### src/sqc_pkg.sv
package sqc_pkg;

   // arithmetic flag positions
   localparam int FL_ZERO = 0;
   localparam int FL_NEG = 1;
   localparam int FL_OVF = 2;
   localparam int FL_CARRY = 3;
   localparam int FL_XSIGN = 4;
   localparam int FL_QUOT = 5;
   localparam int FL_MOVF = 6;
   localparam int FL_SSIGN = 7;

   // mode control positions
   localparam int MD_BANK = 0;
   localparam int MD_REV = 1;
   localparam int MD_OVLATCH = 2;
   localparam int MD_SAT = 3;
   localparam int MD_FRAC = 4;
   localparam int MD_TIMER = 5;
   localparam int MD_GO = 6;

   localparam logic [6:0] MODE_RESET = 7'h00;
   localparam logic [7:0] FLAGS_RESET = 8'h00;
   localparam logic [15:0] SAT_POS = 16'h7FFF;
   localparam logic [15:0] SAT_NEG = 16'h8000;

   // register port offsets
   localparam logic [7:0] OFF_MODE = 8'h00;
   localparam logic [7:0] OFF_FLAGS = 8'h04;
   localparam logic [7:0] OFF_STATUS = 8'h08;
   localparam logic [7:0] OFF_PCTOP = 8'h0C;

   // register ids used by moves, and stack depths
   localparam int NDATA = 19;
   localparam int NDAG = 24;
   localparam logic [5:0] ID_AR = 6'h05;
   localparam logic [5:0] ID_DAG_BASE = 6'h20;
   localparam int PCD = 16;
   localparam int SSD = 4;

   typedef enum logic [3:0] {
      C_EQ = 4'h0, C_NE = 4'h1, C_LT = 4'h2, C_GE = 4'h3,
      C_LE = 4'h4, C_GT = 4'h5, C_AC = 4'h6, C_NAC = 4'h7,
      C_AV = 4'h8, C_NAV = 4'h9, C_MV = 4'hA, C_NMV = 4'hB,
      C_NEG = 4'hC, C_POS = 4'hD, C_NCE = 4'hE, C_TRUE = 4'hF
   } sqc_cond_t;

   typedef enum logic [3:0] {
      OP_NOP = 4'h0, OP_MODE_SET = 4'h1, OP_MODE_CLR = 4'h2,
      OP_REG_WRITE = 4'h3, OP_TOS_READ = 4'h4, OP_TOS_WRITE = 4'h5,
      OP_PC_POP = 4'h6, OP_CALL = 4'h7, OP_JUMP = 4'h8, OP_RTS = 4'h9,
      OP_RTI = 4'hA, OP_INT_ENTRY = 4'hB, OP_ARITH = 4'hC
   } sqc_op_t;

   typedef struct packed {
      logic valid;
      sqc_op_t op;
      sqc_cond_t cond;
      logic useFlagIn;
      logic flagInHigh;
      logic [6:0] modeMask;
      logic [5:0] regId;
      logic [15:0] data;
      logic [13:0] target;
      logic [9:0] imask;
   } sqc_instr_t;

   typedef struct packed {
      logic aluValid;
      logic [15:0] aluResult;
      logic aluZero;
      logic aluNeg;
      logic aluOvf;
      logic aluCarry;
      logic absValid;
      logic xSign;
      logic macValid;
      logic macOvf;
   } sqc_arith_t;

   typedef struct packed {
      logic [7:0] addr;
      logic [15:0] wdata;
      logic wr;
      logic rd;
   } sqc_bus_t;

endpackage

### src/sqc_cond_eval.sv
`timescale 1ns/1ps
module sqc_cond_eval
(
   input sqc_pkg::sqc_cond_t code,
   input wire logic [7:0] flags,
   input wire logic ceExpired,
   output logic result
);
   import sqc_pkg::*;

   logic lessEq;
   logic lessThan;

   always_comb
   begin
      lessThan = flags[FL_NEG] ^ flags[FL_OVF];
      lessEq = lessThan | flags[FL_ZERO];
      case (code)
         C_EQ: result = flags[FL_ZERO];
         C_NE: result = !flags[FL_ZERO];
         C_LT: result = lessThan;
         C_GE: result = !lessThan;
         C_LE: result = lessEq;
         C_GT: result = !lessEq;
         C_AC: result = flags[FL_CARRY];
         C_NAC: result = !flags[FL_CARRY];
         C_AV: result = flags[FL_OVF];
         C_NAV: result = !flags[FL_OVF];
         C_MV: result = flags[FL_MOVF];
         C_NMV: result = !flags[FL_MOVF];
         C_NEG: result = flags[FL_XSIGN];
         C_POS: result = !flags[FL_XSIGN];
         C_NCE: result = !ceExpired;
         default: result = 1'b1;
      endcase
   end
endmodule

### src/sqc_sequencer.sv
// Our own choices: the strobed register port and the placing of the registers.
`timescale 1ns/1ps
// Functional notes
// - mode register takes full writes plus per-bit set and clear commands.
// - reversed mode bit-reverses every first-generator address.
// - bank bit zero picks primary data registers, one picks secondary.
// - secondary bank duplicates every alu, mac and shifter register.
// - latch mode keeps overflow set until software writes zero.
// - saturation forces result to 7FFF or 8000 on overflow.
// - result placement bit selects integer or fractional multiplier format.
// - timer bit set runs the down timer, cleared stops it.
// - go mode runs on during grant, stalls only for external access.
// - without go mode, execution stalls throughout any bus grant.
// - sixteen conditions from flags and counter gate conditional instructions.
// - loop termination condition on loop stack decides loop continuation.
// - less-or-equal is (neg xor ovf) or zero; greater-than its inverse.
// - carry, overflow, mult overflow conditions test flag one or zero.
// - negative-input tests x sign one, positive-input tests it zero.
// - flag-pin conditions use last sample, only on jump and call.
// - pop discards; top read copies entry and pops one cycle later.
// - top write pushes the source value in the same cycle.
// - top moves accept only data and address-generator registers.
// - interrupt entry saves flags, mode and mask; return restores them.
module sqc_sequencer
(
   input wire logic clk,
   input wire logic rst_n,
   input sqc_pkg::sqc_bus_t bus,
   output logic [15:0] rdata,
   input sqc_pkg::sqc_instr_t instr,
   input sqc_pkg::sqc_arith_t arith,
   input wire logic [13:0] dagAddr,
   output logic [13:0] dagAddrOut,
   input wire logic busGrant,
   input wire logic extAccess,
   output logic stall,
   input wire logic flagInPin,
   input wire logic ceExpired,
   input wire logic loopEnd,
   input sqc_pkg::sqc_cond_t loopCond,
   output logic loopContinue,
   output logic execTaken,
   output logic branchTaken,
   output logic [13:0] branchTarget,
   output logic [9:0] imaskRestore,
   output logic imaskRestoreValid,
   output logic bankSel,
   output logic fracMode,
   output logic timerRun
);
   import sqc_pkg::*;

   typedef struct packed {
      logic [6:0] mode;
      logic [7:0] flags;
      logic flagSample;
      logic [1:0][NDATA-1:0][15:0] bank;
      logic [NDAG-1:0][13:0] dag;
      logic [PCD-1:0][13:0] pcStk;
      logic [4:0] pcDepth;
      logic popPending;
      logic [SSD-1:0][24:0] stStk;
      logic [2:0] stDepth;
      logic illegal;
      logic [15:0] rdata;
      logic [13:0] dagAddrOut;
      logic stall;
      logic loopContinue;
      logic execTaken;
      logic branchTaken;
      logic [13:0] branchTarget;
      logic [9:0] imaskRestore;
      logic imaskRestoreValid;
   } sqc_state_t;

   sqc_state_t st;
   sqc_state_t next_st;
   logic condOk;
   logic loopDone;
   logic [13:0] revAddr;
   logic [15:0] srcVal;
   logic srcLegal;
   logic [13:0] pcTop;
   logic [4:0] pcIdx;
   logic [4:0] depthAfterPop;

   sqc_cond_eval u_cond
   (
      .code(instr.cond),
      .flags(st.flags),
      .ceExpired(ceExpired),
      .result(condOk)
   );

   sqc_cond_eval u_loop_cond
   (
      .code(loopCond),
      .flags(st.flags),
      .ceExpired(ceExpired),
      .result(loopDone)
   );

   genvar gi;
   generate
      for (gi = 0; gi < 14; gi++)
      begin : g_rev
         assign revAddr[gi] = dagAddr[13 - gi];
      end
   endgenerate

   assign pcIdx = (st.pcDepth == 5'h00) ? 5'h00 : st.pcDepth - 5'h01;
   assign pcTop = st.pcStk[pcIdx[3:0]];

   // legal source/destination and its value in the active bank
   always_comb
   begin
      srcLegal = 1'b0;
      srcVal = 16'h0000;
      if (instr.regId < 6'(NDATA))
      begin
         srcLegal = 1'b1;
         srcVal = st.bank[st.mode[MD_BANK]][instr.regId[4:0]];
      end
      else if (instr.regId >= ID_DAG_BASE &&
               instr.regId < ID_DAG_BASE + 6'(NDAG))
      begin
         srcLegal = 1'b1;
         srcVal = {2'b00, st.dag[5'(instr.regId - ID_DAG_BASE)]};
      end
   end

   always_comb
   begin
      logic active;
      logic exec;
      logic flagCond;
      logic doPop;
      logic [4:0] wrIdx;
      logic [15:0] aluVal;
      active = 1'b0;
      exec = 1'b0;
      flagCond = 1'b0;
      doPop = 1'b0;
      wrIdx = 5'h00;
      aluVal = 16'h0000;
      next_st = st;
      next_st.flagSample = flagInPin;
      next_st.branchTaken = 1'b0;
      next_st.imaskRestoreValid = 1'b0;
      next_st.execTaken = 1'b0;
      next_st.loopContinue = 1'b0;
      depthAfterPop = st.pcDepth;

      // bus writes first so that instruction and hardware events win
      if (bus.wr)
      begin
         case (bus.addr)
            OFF_MODE: next_st.mode = bus.wdata[6:0];
            OFF_FLAGS: next_st.flags = bus.wdata[7:0];
            OFF_STATUS:
               if (bus.wdata[0])
                  next_st.illegal = 1'b0;
            default: next_st.illegal = next_st.illegal;
         endcase
      end

      // delayed pop left over from a top read
      if (st.popPending && st.pcDepth != 5'h00)
      begin
         depthAfterPop = st.pcDepth - 5'h01;
      end
      next_st.popPending = 1'b0;
      next_st.pcDepth = depthAfterPop;

      active = instr.valid && !st.stall;
      if (instr.useFlagIn)
      begin
         flagCond = instr.flagInHigh ? st.flagSample : !st.flagSample;
         exec = (instr.op == OP_JUMP || instr.op == OP_CALL) &&
                flagCond;
      end
      else
      begin
         exec = condOk;
      end
      exec = exec && active;
      next_st.execTaken = exec;

      if (exec)
      begin
         case (instr.op)
            OP_MODE_SET: next_st.mode = next_st.mode | instr.modeMask;
            OP_MODE_CLR: next_st.mode = next_st.mode & ~instr.modeMask;
            OP_REG_WRITE:
               if (instr.regId < 6'(NDATA))
                  next_st.bank[st.mode[MD_BANK]][instr.regId[4:0]] =
                     instr.data;
               else if (srcLegal)
                  next_st.dag[5'(instr.regId - ID_DAG_BASE)] =
                     instr.data[13:0];
            OP_TOS_READ:
               if (!srcLegal)
                  next_st.illegal = 1'b1;
               else
               begin
                  if (instr.regId < 6'(NDATA))
                     next_st.bank[st.mode[MD_BANK]][instr.regId[4:0]] =
                        {2'b00, pcTop};
                  else
                     next_st.dag[5'(instr.regId - ID_DAG_BASE)] = pcTop;
                  next_st.popPending = 1'b1;
               end
            OP_TOS_WRITE:
               if (!srcLegal)
                  next_st.illegal = 1'b1;
               else if (depthAfterPop < 5'(PCD))
               begin
                  next_st.pcStk[depthAfterPop[3:0]] = srcVal[13:0];
                  next_st.pcDepth = depthAfterPop + 5'h01;
               end
            OP_PC_POP: doPop = 1'b1;
            OP_CALL:
            begin
               if (depthAfterPop < 5'(PCD))
               begin
                  next_st.pcStk[depthAfterPop[3:0]] = instr.data[13:0];
                  next_st.pcDepth = depthAfterPop + 5'h01;
               end
               next_st.branchTaken = 1'b1;
               next_st.branchTarget = instr.target;
            end
            OP_JUMP:
            begin
               next_st.branchTaken = 1'b1;
               next_st.branchTarget = instr.target;
            end
            OP_RTS:
            begin
               doPop = 1'b1;
               next_st.branchTaken = 1'b1;
               next_st.branchTarget = st.pcStk[4'(depthAfterPop - 5'h01)];
            end
            OP_RTI:
            begin
               doPop = 1'b1;
               next_st.branchTaken = 1'b1;
               next_st.branchTarget = st.pcStk[4'(depthAfterPop - 5'h01)];
               if (st.stDepth != 3'h0)
               begin
                  wrIdx = 5'(st.stDepth - 3'h1);
                  {next_st.flags, next_st.mode, next_st.imaskRestore} =
                     st.stStk[wrIdx[1:0]];
                  next_st.imaskRestoreValid = 1'b1;
                  next_st.stDepth = st.stDepth - 3'h1;
               end
            end
            OP_INT_ENTRY:
            begin
               if (depthAfterPop < 5'(PCD))
               begin
                  next_st.pcStk[depthAfterPop[3:0]] = instr.data[13:0];
                  next_st.pcDepth = depthAfterPop + 5'h01;
               end
               if (st.stDepth < 3'(SSD))
               begin
                  next_st.stStk[st.stDepth[1:0]] =
                     {st.flags, st.mode, instr.imask};
                  next_st.stDepth = st.stDepth + 3'h1;
               end
               next_st.branchTaken = 1'b1;
               next_st.branchTarget = instr.target;
            end
            default: next_st.popPending = next_st.popPending;
         endcase
      end

      // pop without keeping the value
      if (doPop && depthAfterPop != 5'h00)
      begin
         next_st.pcDepth = depthAfterPop - 5'h01;
      end

      // arithmetic status; set beats a software clear in the same cycle
      if (arith.aluValid)
      begin
         next_st.flags[FL_ZERO] = arith.aluZero;
         next_st.flags[FL_NEG] = arith.aluNeg;
         next_st.flags[FL_CARRY] = arith.aluCarry;
         if (st.mode[MD_OVLATCH])
            next_st.flags[FL_OVF] = next_st.flags[FL_OVF] |
                                    arith.aluOvf;
         else
            next_st.flags[FL_OVF] = arith.aluOvf;
         aluVal = arith.aluResult;
         if (st.mode[MD_SAT] && arith.aluOvf)
            aluVal = arith.aluResult[15] ? SAT_POS : SAT_NEG;
         next_st.bank[st.mode[MD_BANK]][ID_AR[4:0]] = aluVal;
      end
      if (arith.absValid)
         next_st.flags[FL_XSIGN] = arith.xSign;
      if (arith.macValid)
         next_st.flags[FL_MOVF] = arith.macOvf;

      // grant handling
      next_st.stall = busGrant &&
                      (!next_st.mode[MD_GO] || extAccess);

      if (loopEnd)
         next_st.loopContinue = !loopDone;

      next_st.dagAddrOut = st.mode[MD_REV] ? revAddr : dagAddr;

      next_st.rdata = 16'h0000;
      if (bus.rd)
      begin
         case (bus.addr)
            OFF_MODE: next_st.rdata = {9'h000, st.mode};
            OFF_FLAGS: next_st.rdata = {8'h00, st.flags};
            OFF_STATUS: next_st.rdata = {8'h00, st.stDepth,
                                         st.pcDepth[3:0], st.illegal};
            OFF_PCTOP: next_st.rdata = {2'b00, pcTop};
            default: next_st.rdata = 16'h0000;
         endcase
      end
   end

   always_ff @(posedge clk)
   begin
      if (!rst_n)
      begin
         st <= '0;
         st.mode <= MODE_RESET;
         st.flags <= FLAGS_RESET;
      end
      else
      begin
         st <= next_st;
      end
   end

   assign rdata = st.rdata;
   assign dagAddrOut = st.dagAddrOut;
   assign stall = st.stall;
   assign loopContinue = st.loopContinue;
   assign execTaken = st.execTaken;
   assign branchTaken = st.branchTaken;
   assign branchTarget = st.branchTarget;
   assign imaskRestore = st.imaskRestore;
   assign imaskRestoreValid = st.imaskRestoreValid;
   assign bankSel = st.mode[MD_BANK];
   assign fracMode = st.mode[MD_FRAC];
   assign timerRun = st.mode[MD_TIMER];
endmodule

### config.mk
export PLATFORM = sky130hd
export DESIGN_NAME = sqc_sequencer
export DESIGN_NICKNAME = d
export VERILOG_FILES = /design/src/sqc_pkg.sv /design/src/sqc_cond_eval.sv /design/src/sqc_sequencer.sv
export SDC_FILE = /design/constraint.sdc
export NUM_CORES = 2
export LEC_CHECK = 0
export BUFFER_PORTS_ARGS = -buffer_cell sky130_fd_sc_hd__buf_2
export CAP_MARGIN = 20
export CORE_ASPECT_RATIO = 2
export CORE_MARGIN = 5
export CORE_UTILIZATION = 25
export DETAILED_ROUTE_END_ITERATION = 6
export PLACE_DENSITY_LB_ADDON = 0.15
export SYNTH_ARGS = -nofsm -noshare
export SYNTH_HDL_FRONTEND = slang
export SYNTH_SLANG_ARGS = --single-unit
### constraint.sdc
create_clock -name clk -period 7.29 [get_ports clk]
set_clock_uncertainty 0.05 [all_clocks]
set_input_delay 0.3645 -clock clk [delete_from_list [all_inputs] [get_ports clk]]
set_output_delay 0.3645 -clock clk [all_outputs]
set_load 0.02 [all_outputs]
# Word-level counts from Yosys, hierarchy flattened
# Index checks and enable logic that the tools add are counted.
[totals]
output_inout_bits = 62
inputBits = 140
ff_bits = 1353
wordCells = 321
[classes]
mux = 87
add_sub_neg = 7
n_eq_ne = 51
magnitude_cmp = 18
n_reduce_logical = 54
bitwise_logic = 6
[op_table]
columns = ["op", "count"]
rows = [
  ["944-bit one-hot mux with 2 select lines", 1],
  ["608-bit bitwise mux", 3],
  ["608-bit two-way mux", 3],
  ["1278-bit two-way mux", 1],
  ["336-bit two-way mux", 3],
  ["944-bit two-way mux", 1],
  ["304-bit two-way mux", 3],
  ["229-bit two-way mux", 3],
  ["336-bit bitwise mux", 2],
  ["304-bit demux with 1-bit select", 2],
  ["229-bit one-hot mux with 2 select lines", 1],
  ["224-bit bitwise mux", 2],
  ["14-bit two-way mux", 9],
  ["14-bit binary-select mux with 4-bit select", 2],
  ["103-bit two-way mux", 1],
  ["100-bit bitwise mux", 1],
  ["100-bit two-way mux", 1],
  ["96-bit two-way mux", 1],
  ["16-bit binary-select mux with 5-bit select", 1],
  ["16-bit demux with 5-bit select", 1],
  ["4-bit == test, second input constant", 18],
  ["14-bit binary-select mux with 5-bit select", 1],
  ["14-bit demux with 5-bit select", 1],
  ["16-bit two-way mux", 4],
  ["62 further kinds", 157],
]

# Logic depth before layout (Yosys ltp)
[logic_depth]
ltp_word = 14
mapped_depth = 20
depth_no_buf = 12

# Hierarchy
# Synthesis repeated with hierarchy kept, for this count alone.
[unflattened]
hier_cells = 9942
area_unflattened_um2 = 76070.5
[modules_own_cells]
columns = ["mod", "instances", "area_each_um2", "cells_each", "seq_area_each_um2"]
rows = [
  ["sqc_sequencer", 1, 75842.7, 9912, 25524.5],
  ["sqc_cond_eval", 2, 113.9, 15, 0.0],
]

# Worst setup path after synthesis
# OpenSTA, ideal clock, no wires.
[synth_timing]
path_type = "register -> register"
startpoint = "register st[164] (netlist bit)"
endpoint = "register st, in the netlist branchTarget[10]"
n_path_buf = 8
t_required_ps = 7103
synth_period_minus_slack_ps = 4270
arrival_ps = 4084
stages_incl_launch_ff = 20
path_slack_ps = 3020
setup_time_ps = 137
cell_sequence = "dfxtp_1 buf_6 buf_2 buf_2 inv_1 ha_1 or4b_1 buf_2 nand2_2 xnor2_4 buf_6 buf_6 inv_1 ha_1 xnor2_1 buf_2 buf_2 mux2_2 o32ai_1 a31oi_1"
[synth_via]
elab_chain_len = 7
word_cells_on_any_way = 8
cone_classes = "2 x add/sub; 4 x mux; 2 x reduce/logical"
[synth_rtl]
columns = ["item", "line", "source"]
rows = [
  ["start, declared", "sqc_sequencer.sv:76", "sqc_state_t st;"],
  ["start signal, assigned", "sqc_sequencer.sv:337", "st <= next_st;"],
  ["branches (longest 2 deep; another with 5-bit by 1-bit subtractor with 5-bit output)", "--", ""],
  ["5-bit two-way mux *", "sqc_sequencer.sv:168", "if (st.popPending && st.pcDepth != 5'h00)"],
  ["5-bit by 1-bit subtractor with 5-bit output *", "--", ""],
  ["14-bit binary-select mux with 4-bit select *", "sqc_sequencer.sv:241, sqc_sequencer.sv:247", ""],
  ["14-bit two-way mux (not written as such) *", "sqc_sequencer.sv:241, sqc_sequencer.sv:247", ""],
  ["15-bit one-hot mux with 2 select lines *", "sqc_sequencer.sv:191", "case (instr.op)"],
]
# Every way passes the cells marked *. The select of a mux whose other input is x is not followed.
# A chain may end at the register's enable or synchronous reset.

# Worst setup path in the final report
[layout_timing]
startpoint = "register st[164] (netlist bit)"
endpoint = "register st[519] (netlist bit)"
[layout_via]
elab_chain_len = 8
word_cells_on_any_way = 9
cone_classes = "1 x add/sub; 7 x mux; 1 x reduce/logical"
[layout_rtl]
columns = ["item", "line", "source"]
rows = [
  ["5-bit by 1-bit subtractor with 5-bit output or 5-bit zero test (tied branches)", "--", ""],
  ["4-bit two-way mux *", "sqc_sequencer.sv:111", "assign pcIdx = (st.pcDepth == 5'h00) ? 5'h00 : st.pcDepth - 5'h01;"],
  ["14-bit binary-select mux with 4-bit select *", "sqc_sequencer.sv:112", "assign pcTop = st.pcStk[pcIdx[3:0]];"],
  ["14-bit two-way mux (not written as such) *", "sqc_sequencer.sv:112", ""],
  ["336-bit bitwise mux *", "sqc_sequencer.sv:210", "next_st.dag[5'(instr.regId - ID_DAG_BASE)] = pcTop;"],
  ["336-bit two-way mux *", "sqc_sequencer.sv:206", "if (instr.regId < 6'(NDATA))"],
  ["944-bit two-way mux *", "sqc_sequencer.sv:202", "if (!srcLegal)"],
  ["944-bit one-hot mux with 2 select lines *", "sqc_sequencer.sv:191", ""],
]
# Every way passes the cells marked *; elsewhere a longest branch is shown, timed or not. The select of a mux whose other input is x is not followed.

==> results.toml <==
[power]
clock_power_share_pct = 46.8
vdd_drop_max_mv = 0.153
netSwitchingFraction_pct = 28.7
p_int_mw = 11.8
p_sw_mw = 4.74
leakagePower_nw = 25.8
seqPwrFrac_pct = 42.6
combPwrFrac_pct = 10.6
power_density_nw_per_um2 = 194

[clock_tree]
cts_tree = "done"
cts_buffer_depth = 4
numCtsBuffers = 140
cts-hold-fix-buffers = 99
post_cts_buffers = 0
clock_latency_ns = 0.84
clk_pin_slew_ns = 0.07
post_cts_resized = 0
cts_sinks = 1275
cts-root-buf = "clkbuf_16"
htreeDepth = 4

[placed_design]
io_buffers = 188
dp_hpwl_mm = 254
gpl.final_weighted_congestion = 0.883

[grt]
grt-ovfl-total = 0
grt_pass1_vias = 77300
grtUsageTotal_pct = 24.0
antenna_found_initial = 15
grt_pass1_wl_mm = 566
grt_max_degree = 203

[cells_and_area]
nNetsFinal = 9116
fillers = 32300
syn_to_final_growth_pct = 12.0
final_util_pct = 28.1
drive_above_1_share_pct = 15.1

[logic_synthesis]
synth_ff_type = "dfxtp_1"
synth.most_common_cell = "nand2_1"
synth_edf_count = 0
ys_ff_latch = 1275
yosysSeqAreaShare_pct = 33.6
yosys.cell_types.count = 99
synth_top_area_share_pct = 33.6
yosysTopAreaCell = "dfxtp_1"
synth_area_sq_um = 76000
postSynthCellCount = 9540
ys_async_sr_fraction_pct = 0
syn_area_per_cell_sq_um = 7.97
yosys_warnings = 0
synth_area_leaders = "dfxtp_1 (34%), o21ai_0 (9.1%), a31oi_1 (8.0%)"
synthTopCellsByCount = "nand2_1 (1383), o21ai_0 (1377), dfxtp_1 (1275), a31oi_1 (976), clkbuf_1 (926)"

[drt]
drt_wl_total_mm = 399
wire_per_inst_microns = 30.5
drtIter0Drc = 7996
vias_per_cell = 6.09
drt_first_pass_iters = 6
drc = 0
vias = 79800
ant_nets = 0

[floorplanning]
num_rows = 286
coreArea_sq_um = 303000
io_pins = 202
die_h_microns = 790
die_w_microns = 400
die_area_sq_um = 316000
start_util_pct = 25.1

[setup_path]
end_kind = "flip-flop"
r2r_cells = 13
r2r-start = "st[164]"
cp.arrival_ns = 6.25
crit_start = "st[164]"
worst-setup-path-type = "reg -> reg"
start_kind = "flip-flop"
worstPathMaxFanout = 37
required_ns = 7.99

[sta]
slew_violations = 1
fin_crit_ns = 5.55
slew_headroom_pct = -0.331
period_share_pct = 76.1
timing.setup.tns_ns = 0
rsz0062_at_grt = "no"
fmax_mhz = 180
setup_viol = 0
hold_viol = 0
worstMarginPinSlew_ns = 1.50

[min_path]
hp-class = "in -> reg"
min_from = "rst_n"
hold_depth = 3

[flow_run]
maxCapViolCount = 0

[status]
violations = "slew limit"
status = "complete, but fails checks"
==> worst paths after layout <==
check                    endpoint  slack [ns]
setup reg to reg          st[519]        1.74
hold / removal    branchTarget[7]        0.06
setup / recovery          st[519]        1.74
hold reg to reg   imaskRestore[8]        0.40
==> logic make-up (layout without fill, tap and decap cells) <==
logic type               after synthesis  in the layout  share of synthesized area [%]
AO/OA/AOI/OAI                       3967           3967                           33.8
AND/OR/NAND/NOR                     2384           2384                           13.4
buffers and inverters               1295            809                           7.27
flip-flops                          1275           1275                           33.6
multiplexers                         595            595                           11.6
adder cells (fa/ha/maj)               12             12                          0.198
XOR/XNOR                              11             11                          0.151
other                                  1             12                        0.00493
==> layer usage <==
layer / wire length (microns) / global-route usage (%) / vias to the layer above
met4: 44500 / 22.7 / 0
met1: 137000 / 25.1 / 40000
li1: - / - / 34900
met5: 0 / 0 / -
met3: 24700 / 3.54 / 1096
met2: 193000 / 40.8 / 3807
==> power by group through the flow <==
stage                     logic (mW)  registers [mW]  clock network [mW]
after floorplan                0.901            7.18                   0
after global placement          1.66            7.20                   0
after detailed placement        1.68            7.20                   0
after CTS                       1.72            7.04                7.89
after global routing            1.80            7.04                8.09
final                           1.75            7.04                7.74
==> final cells by class <==
cell class | instances | area [sq um] | share of cell area [%]
Antenna cell | 10 | 25.0 | 0.0294
Sequential cell | 1275 | 25500 | 30.0
Inverter | 18 | 72.6 | 0.0852
Multi-Input combinational cell | 6971 | 45400 | 53.3
Clock inverter | 28 | 452 | 0.531
Timing Repair Buffer | 558 | 4400 | 5.17
Clock buffer | 205 | 4190 | 4.93
Tap cell | 4032 | 5040 | 5.93
==> per-stage QoR <==
stage | cells | area (sq um) | total power [mW] | hold WS [ns] | worst slack, ns
after floorplan | 9541 | 76000 | 8.08 | 0.383 | 3.02
after global placement | 12700 | 79300 | 8.86 | 0.388 | 1.93
after detailed placement | 12700 | 79400 | 8.88 | 0.395 | 1.84
after CTS | 13100 | 85000 | 16.7 | 0.00604 | 1.84
after global routing | 13100 | 85100 | 16.9 | 0.0541 | 1.70
final | 13100 | 85100 | 16.5 | 0.0618 | 1.74
==> critical path: stages, from the launching register on <==
cell and delay [ns]:
dfxtp_2 0.31, buf_4 0.29, inv_1 0.15, ha_2 0.73, buf_4 0.64, mux2_2 0.28, o22ai_1 0.08, a22o_1 0.34
o21ai_4 0.67, buf_4 0.53, and2_1 0.52, buf_4 0.41, o21ai_0 0.15, a31oi_1 0.24
==> cells in the final DEF (no fill, tap or decap), types with 145 or more instances in the layout <==
cell / count
nand2_1: 1380
o21ai_0: 1369
dfxtp_1: 1272
a31oi_1: 976
a21oi_1: 438
nand3_1: 404
mux2i_1: 321
nor2_1: 300
o221a_2: 279
buf_4: 255
mux4_2: 221
buf_2: 173
a22o_1: 150
clkbuf_16: 145
Note: power is estimated with default switching activity, not from simulation.
